[config.mk]
export PLATFORM = sky130hd
export DESIGN_NAME = cfrc_current_fault_retry
export DESIGN_NICKNAME = d
export VERILOG_FILES = /design/src/verilog/cfrc_current_fault_retry.v
export VERILOG_INCLUDE_DIRS = /design/src /design/src/verilog
export SDC_FILE = /design/constraint.sdc
export NUM_CORES = 1
export LEC_CHECK = 0
export ABC_AREA = 1
export BUFFER_PORTS_ARGS = -buffer_cell sky130_fd_sc_hd__buf_2
export CORE_AREA = 2 2 98 100
export CTS_CLUSTER_SIZE = 14
export DETAILED_ROUTE_END_ITERATION = 7
export DIE_AREA = 0 0 100 102
export PLACE_DENSITY = 0.78
export REMOVE_ABC_BUFFERS = 1
export SYNTH_ARGS = -nofsm -noshare
export SYNTH_HDL_FRONTEND = slang
export SYNTH_SLANG_ARGS = --single-unit
[constraint.sdc]
create_clock -name CLK -period 1.6 [get_ports CLK]
set_clock_uncertainty 0.2 [all_clocks]
set_input_delay 0.24 -clock CLK [delete_from_list [all_inputs] [get_ports CLK]]
set_output_delay 0.24 -clock CLK [all_outputs]
set_load 0.005 [all_outputs]
[src/verilog/cfrc_defines.vh]
`ifndef CFRC_DEFINES_VH
`define CFRC_DEFINES_VH
`define CFRC_CMD_OC_ACTION     8'he5
`define CFRC_CMD_UC_ACTION     8'he6
`define CFRC_RESP_MSB          7
`define CFRC_RESP_LSB          6
`define CFRC_RETRY_MSB         5
`define CFRC_RETRY_LSB         3
`define CFRC_DELAY_MSB         2
`define CFRC_DELAY_LSB         0
`define CFRC_RESP_DISABLE      2'h2
`define CFRC_RETRY_NONE        3'h0
`define CFRC_UNIT_MS           35
`define CFRC_CLK_KHZ           50000
`define CFRC_UNIT_CYCLES       (`CFRC_UNIT_MS * `CFRC_CLK_KHZ)
`define CFRC_RETRY_PULSE       16
`endif
[src/verilog/cfrc_current_fault_retry.v]
`timescale 1ns/1ps
`include "cfrc_defines.vh"
module cfrc_current_fault_retry #(
  parameter UNIT_CYCLES = `CFRC_UNIT_CYCLES,
  parameter PULSE_CYCLES = `CFRC_RETRY_PULSE
) (
  input  wire       CLK,
  input  wire       RST_N,
  input  wire [7:0] CONFIG_STRAP_ZERO,
  input  wire       CMD_WRITE,
  input  wire       CMD_READ,
  input  wire [7:0] CMD_CODE,
  input  wire [7:0] CMD_WDATA,
  input  wire       CLEAR_FAULTS,
  input  wire       OC_FAULT,
  input  wire       UC_FAULT,
  input  wire       OUTPUT_ON_CMD,
  input  wire       OTHER_SHUTDOWN,
  output reg  [7:0] CMD_RDATA,
  output reg        CMD_RVALID,
  output reg        OC_STATUS,
  output reg        UC_STATUS,
  output reg        ALERT_LINE_N,
  output reg        OUTPUT_ENABLE,
  output reg        RESTART_PULSE
);
  localparam ST_RUN   = 3'b001;
  localparam ST_OFF   = 3'b010;
  localparam ST_RETRY = 3'b100;
  localparam CHANNELS = 2;

  // sized copies so counter loads and compares keep the counters' widths
  localparam [31:0] UNIT_LAST  = UNIT_CYCLES - 1;
  localparam [31:0] PULSE_LOAD = PULSE_CYCLES;

  reg  [7:0]  oc_action_reg;
  reg  [7:0]  oc_action_next;
  reg  [7:0]  uc_action_reg;
  reg  [7:0]  uc_action_next;
  reg         strap_load_reg;
  reg  [7:0]  rdata_next;
  reg         oc_status_next;
  reg         uc_status_next;
  reg         alert_next;
  reg  [2:0]  state_reg;
  reg  [2:0]  state_next;
  reg  [2:0]  delay_reg;
  reg  [2:0]  delay_next;
  reg  [2:0]  units_reg;
  reg  [2:0]  units_next;
  reg  [31:0] presc_reg;
  reg  [31:0] presc_next;
  reg  [7:0]  pulse_reg;
  reg  [7:0]  pulse_next;
  reg         enable_next;
  wire [15:0] actions;
  wire [1:0]  fault_in;
  wire [1:0]  fault_hit;
  wire        oc_hit;
  wire        uc_hit;
  wire        any_hit;
  wire [7:0]  act;
  wire        unit_done;
  wire        attempt_due;

  // channel 0 is overcurrent, channel 1 undercurrent
  assign actions  = {uc_action_reg, oc_action_reg};
  assign fault_in = {UC_FAULT, OC_FAULT};

  // outside retry, a fault only responds while the code is the one defined disable code;
  // the unused codes leave the fault unanswered: no status, no alert
  genvar ch;
  generate
    for (ch = 0; ch < CHANNELS; ch = ch + 1) begin : g_hit
      assign fault_hit[ch] = fault_in[ch] &&
        (actions[8*ch+`CFRC_RESP_MSB:8*ch+`CFRC_RESP_LSB] == `CFRC_RESP_DISABLE);
    end
  endgenerate

  assign oc_hit  = fault_hit[0];
  assign uc_hit  = fault_hit[1];
  assign any_hit = oc_hit | uc_hit;

  // overcurrent takes priority when both trip together
  assign act = oc_hit ? oc_action_reg : uc_action_reg;

  assign unit_done   = (presc_reg == UNIT_LAST);
  assign attempt_due = unit_done && (units_reg == delay_reg);

  // action registers: strap first, then host writes
  always @* begin
    oc_action_next = oc_action_reg;
    uc_action_next = uc_action_reg;
    if (strap_load_reg) begin
      oc_action_next = CONFIG_STRAP_ZERO;
      uc_action_next = CONFIG_STRAP_ZERO;
    end else if (CMD_WRITE && CMD_CODE == `CFRC_CMD_OC_ACTION) begin
      oc_action_next = CMD_WDATA;
    end else if (CMD_WRITE && CMD_CODE == `CFRC_CMD_UC_ACTION) begin
      uc_action_next = CMD_WDATA;
    end
  end

  // read data is zero for any code this block does not own
  always @* begin
    if (CMD_READ && CMD_CODE == `CFRC_CMD_OC_ACTION) begin
      rdata_next = oc_action_reg;
    end else if (CMD_READ && CMD_CODE == `CFRC_CMD_UC_ACTION) begin
      rdata_next = uc_action_reg;
    end else begin
      rdata_next = 8'h00;
    end
  end

  // strap is caught on the first clock after release, never under reset
  always @(posedge CLK) begin
    if (!RST_N) begin
      strap_load_reg <= 1'b1;
      oc_action_reg  <= 8'h00;
      uc_action_reg  <= 8'h00;
      CMD_RDATA      <= 8'h00;
      CMD_RVALID     <= 1'b0;
    end else begin
      strap_load_reg <= 1'b0;
      oc_action_reg  <= oc_action_next;
      uc_action_reg  <= uc_action_next;
      CMD_RDATA      <= rdata_next;
      CMD_RVALID     <= CMD_READ;
    end
  end

  // status: set wins over clear in the same cycle, so no fault is lost
  always @* begin
    oc_status_next = oc_hit | (OC_STATUS & ~CLEAR_FAULTS);
    uc_status_next = uc_hit | (UC_STATUS & ~CLEAR_FAULTS);
    alert_next     = ~(any_hit | ((OC_STATUS | UC_STATUS) & ~CLEAR_FAULTS));
  end

  always @(posedge CLK) begin
    if (!RST_N) begin
      OC_STATUS    <= 1'b0;
      UC_STATUS    <= 1'b0;
      ALERT_LINE_N <= 1'b1;
    end else begin
      OC_STATUS    <= oc_status_next;
      UC_STATUS    <= uc_status_next;
      ALERT_LINE_N <= alert_next;
    end
  end

  // retry sequencer; the prescaler runs free and is restarted on each
  // fault hit in run and on each attempt, which costs a 32-bit counter but no divider
  always @* begin
    state_next  = state_reg;
    enable_next = OUTPUT_ENABLE;
    delay_next  = delay_reg;
    units_next  = unit_done ? units_reg + 3'h1 : units_reg;
    presc_next  = unit_done ? 32'h0 : presc_reg + 32'h1;
    pulse_next  = (pulse_reg != 8'h00) ? pulse_reg - 8'h01 : pulse_reg;
    case (state_reg)
      ST_RUN: begin
        enable_next = OUTPUT_ON_CMD & ~OTHER_SHUTDOWN;
        if (any_hit) begin
          enable_next = 1'b0;
          presc_next  = 32'h0;
          units_next  = 3'h0;
          delay_next  = act[`CFRC_DELAY_MSB:`CFRC_DELAY_LSB];
          if (act[`CFRC_RETRY_MSB:`CFRC_RETRY_LSB] == `CFRC_RETRY_NONE) begin
            state_next = ST_OFF;
          end else begin
            state_next = ST_RETRY;
          end
        end
      end
      ST_OFF: begin
        enable_next = 1'b0;
        if (CLEAR_FAULTS) begin
          state_next = ST_RUN;
        end
      end
      ST_RETRY: begin
        if (!OUTPUT_ON_CMD || OTHER_SHUTDOWN) begin
          enable_next = 1'b0;
          state_next  = ST_OFF;
        end else if (attempt_due) begin
          // restart without looking at the fault inputs; a persisting
          // fault simply restarts the interval from this attempt
          enable_next = 1'b1;
          pulse_next  = PULSE_LOAD[7:0];
          units_next  = 3'h0;
          presc_next  = 32'h0;
        end else if (OC_FAULT || UC_FAULT) begin
          enable_next = 1'b0;
        end
      end
      default: begin
        state_next = ST_RUN;
      end
    endcase
  end

  always @(posedge CLK) begin
    if (!RST_N) begin
      state_reg     <= ST_RUN;
      OUTPUT_ENABLE <= 1'b0;
      RESTART_PULSE <= 1'b0;
      delay_reg     <= 3'h0;
      units_reg     <= 3'h0;
      presc_reg     <= 32'h0;
      pulse_reg     <= 8'h00;
    end else begin
      state_reg     <= state_next;
      OUTPUT_ENABLE <= enable_next;
      RESTART_PULSE <= (pulse_reg != 8'h00);
      delay_reg     <= delay_next;
      units_reg     <= units_next;
      presc_reg     <= presc_next;
      pulse_reg     <= pulse_next;
    end
  end
endmodule // cfrc_current_fault_retry

==> metrics.md <==
| Metric | Value |
|---|---|
| Cell Area, Placed | `a little under 0.005 mm2` |
| CP Max Fanout | `4` |
| Period utilisation layout | `120%` |
| R2r worst-path depth | `11` |
| Drt first pass iters | `5` |
| Routed WL | `around 13 mm` |
| Chip height | `102 um` |
| R2R Setup Slk | `-320 ps` |
| Seq cells post-synth | `80` |
| Longest Clk Path Bufs | `2` |
| Final Hold Viols | `0` |
| Filler cell count | `704` |
| Clk Latency, worst-skew pair | `about 360 ps` |
| Fin Hold WS | `29.4 ps` |
| Drt wl/cell | `14.9 um` |
| Final #Nets | `770` |
| Post-synthesis cell area | `0.00404 mm2` |
| Site Rows | `35` |
| Rel. slew slack | `approximately three fifths` |
| CP most frequent cell | `nor2_4` |
| Layout cells sized above 1 | `approximately 37%` |
| Cell area after layout | `0.00579 mm2` |
| Leak | `0.00250 uW` |
| Gpl congestion | `0.875` |
| Sink Count | `80` |
| Setup violators final | `44` |
| Reg area | `0.00162 mm2` |
| Synth async-reset ratio | `0%` |
| Max reg flops | `32` |
| 1st-iter DRT viols | `247` |
| GRT Util Overall | `23.7%` |
| Die Wd | `100 um` |
| Worst path top cell family by delay | `simple AND/OR/NAND/NOR gates` |
| Pwr dens | `919 mW/mm2` |
| Reg-to-reg critical path startpoint | `presc_reg[0]$_SDFF_PN0_` |
| CTS H-tree lvls | `3` |
| I/O Pins | `47` |
| Worst Path Buf+Inv | `1` |
| CP arrival | `around 2000 ps` |
| CORE AREA | `0.00911 mm2` |
| Type of element launching the critical path | `flop` |
| CTS tree | `done` |
| Failing checks | `setup timing` |
| Synthesized area per cell | `~7.0 um2` |
| Slew Limit Fails | `0` |
| Status | `complete, but fails checks` |
| DR vias | `4509` |
| Num CTS Buffers | `9` |
| Largest net degree at the start of global routing | `17` |
| Worst min path class | `primary input to flop` |
| Critical-path top delay cell | `dfxtp_2` |
| Least-Margin Pin Slew | `approximately 600 ps` |
| Commonest non-fill, non-tap cells in the layout | `nand2_1 (118), buf_4 (85), nor2_1 (79)` |
| Hold depth | `5` |
| Worst path required time | `between 1500 and 2000 ps` |
| Stages on worst setup path | `11` |
| Mapped Cells | `~580` |
| Worst Setup End Kind | `flop` |
| Global-route wire length before repair | `approximately 19 mm` |
| Kind of critical path | `flop to flop` |
| Syn. warnings | `0` |
| Antenna diode count | `0` |
| Starting Density | `44.3%` |
| Total Power | `5320 uW` |
| Most common cell after layout, fill and taps aside | `nand2_1` |
| Total die area | `0.0102 mm2` |
| RR Endpoint | `units_reg[2]$_SDFF_PN0_` |
| Initial antenna violation count | `0` |
| DR vias/cell | `5.31` |
| VDD IR max | `~0.00052 V` |
| Min-Delay Endpoint | `uc_action_reg[5]$_SDFFE_PN0P_` |
| Setup slack after layout | `-316 ps` |
| Hpwl dp | `7.64 mm` |
| Vias in the first global route | `4460` |
| Sum Neg Setup Slack | `-10030 ps` |
| Post-synth EDFFs | `0` |
| Clk root buf | `clkbuf_8` |
| Hold wc startpoint | `CMD_WDATA[5]` |
| Final ANT Viol Nets | `0` |
| CP cell instances | `ha_4 -> nand2_4 -> nor2_4 -> inv_2 -> nor2_4 -> nand2_2 -> nor2_4 -> nand2_1 -> nand2_1 -> nand3_1 -> nor2_1` |
| Post-synth top flop | `dfxtp_1` |
| Cell variety after synth | `40` |
| DRC | `0` |
| RSZ-0062 raised after global routing | `yes` |
| GRT Residual Overflow | `0` |
| Layout area overhead | `43.4%` |
| Seq/Total Area, Yosys | `39.7%` |
| Tmin final | `between 1500 and 2000 ps` |
| Max Cap Viol | `0` |
| Clock slew at reported path FFs | `about 100 ps` |
| Count of input and output buffers | `46` |
| Slowest stage delay, CP | `370 ps` |
| Multi-input logic area | `about 0.0025 mm2` |
| Max frequency | `0.522 GHz` |
where the power goes:
part	internal, uW	switching [uW]	total [uW]
Clock	760	869	1630
Combinational	578	796	1370
Sequential	2180	137	2310
repair_timing:
| item | in CTS | in global routing |
|---|---|---|
| cloned | 3 | 0 |
| hold buffers | 11 | 0 |
| gates resized for setup | 51 | 69 |
| pin swaps | 22 | 30 |
| setup endpoints to repair | 44 | 50 |
| buffers inserted | 7 | 5 |
| hold endpoints to repair | 7 | 0 |
stage by stage:
step,setup slack (ps),std cells,util (%)
after floorplan,-222,571,-
after global placement,-166,807,54.5
after detailed placement,-235,807,54.5
after CTS,-138,844,60.7
after global routing,-325,849,63.5
final,-316,849,63.5
cells by family after synthesis:
group	synth area share, %
AO/OA/AOI/OAI	7.85
flip-flops	39.7
buffers and inverters	7.26
adder cells (fa/ha/maj)	1.24
XOR/XNOR	4.99
AND/OR/NAND/NOR	39.0
layout make-up:
class / instances / area share (%)
multi-input cells: 425 / 42.8
flip-flops and latches: 80 / 27.9
repair buffers: 150 / 18.7
inverters: 66 / 4.43
well taps: 111 / 2.40
clock buffers: 9 / 2.14
clock inverters: 7 / 1.49
repair inverters: 1 / 0.151
how the worst max path moves through the flow:
stage | from | to | slack (ps)
after global routing | presc_reg[0]$_SDFF_PN0_ | presc_reg[20]$_SDFF_PN0_ | -320
after floorplan | presc_reg[0]$_SDFF_PN0_ | presc_reg[11]$_SDFF_PN0_ | -220
after CTS | presc_reg[1]$_SDFF_PN0_ | units_reg[1]$_SDFF_PN0_ | -140
after detailed placement | presc_reg[0]$_SDFF_PN0_ | presc_reg[18]$_SDFF_PN0_ | -230
after global placement | presc_reg[0]$_SDFF_PN0_ | presc_reg[28]$_SDFF_PN0_ | -170
final | presc_reg[0]$_SDFF_PN0_ | units_reg[2]$_SDFF_PN0_ | -320
worst register-to-register path, stage by stage, from the launching register on:
cell and delay, ps:
dfxtp_2 370, ha_4 160, nand2_4 50, nor2_4 140, inv_2 70, nor2_4 110, nand2_2 70, nor2_4 180
nand2_1 100, nand2_1 120, nand3_1 150, nor2_1 140
per-layer routing:
layer	vias to the layer above	wire length, um	track usage [%]
met4	0	640	13.3
li1	2161	-	-
met5	-	0	0
met1	2084	4830	25.4
met3	61	714	5.13
met2	203	6500	43.5
synth_stat cells (all sizes together), types with 2 or more instances:
| master | n | area, um2 |
|---|---|---|
| nand3 | 35 | 193 |
| nand2 | 141 | 554 |
| nor2 | 114 | 453 |
| or2 | 2 | 12.5 |
| a211oi | 4 | 30.0 |
| xnor2 | 5 | 43.8 |
| nor4 | 3 | 46.3 |
| dfxtp | 80 | 1600 |
| a31oi | 5 | 31.3 |
| clkinv | 2 | 7.51 |
| nor3 | 26 | 181 |
| nand4 | 12 | 81.3 |
| xor2 | 18 | 158 |
| ha | 4 | 50.1 |
| buf | 5 | 35.0 |
| clkbuf | 2 | 7.51 |
| nand3b | 5 | 37.5 |
| a21oi | 28 | 144 |
| inv | 64 | 243 |
| o21ai | 19 | 95.1 |
Note: power is estimated with default switching activity, not from simulation.
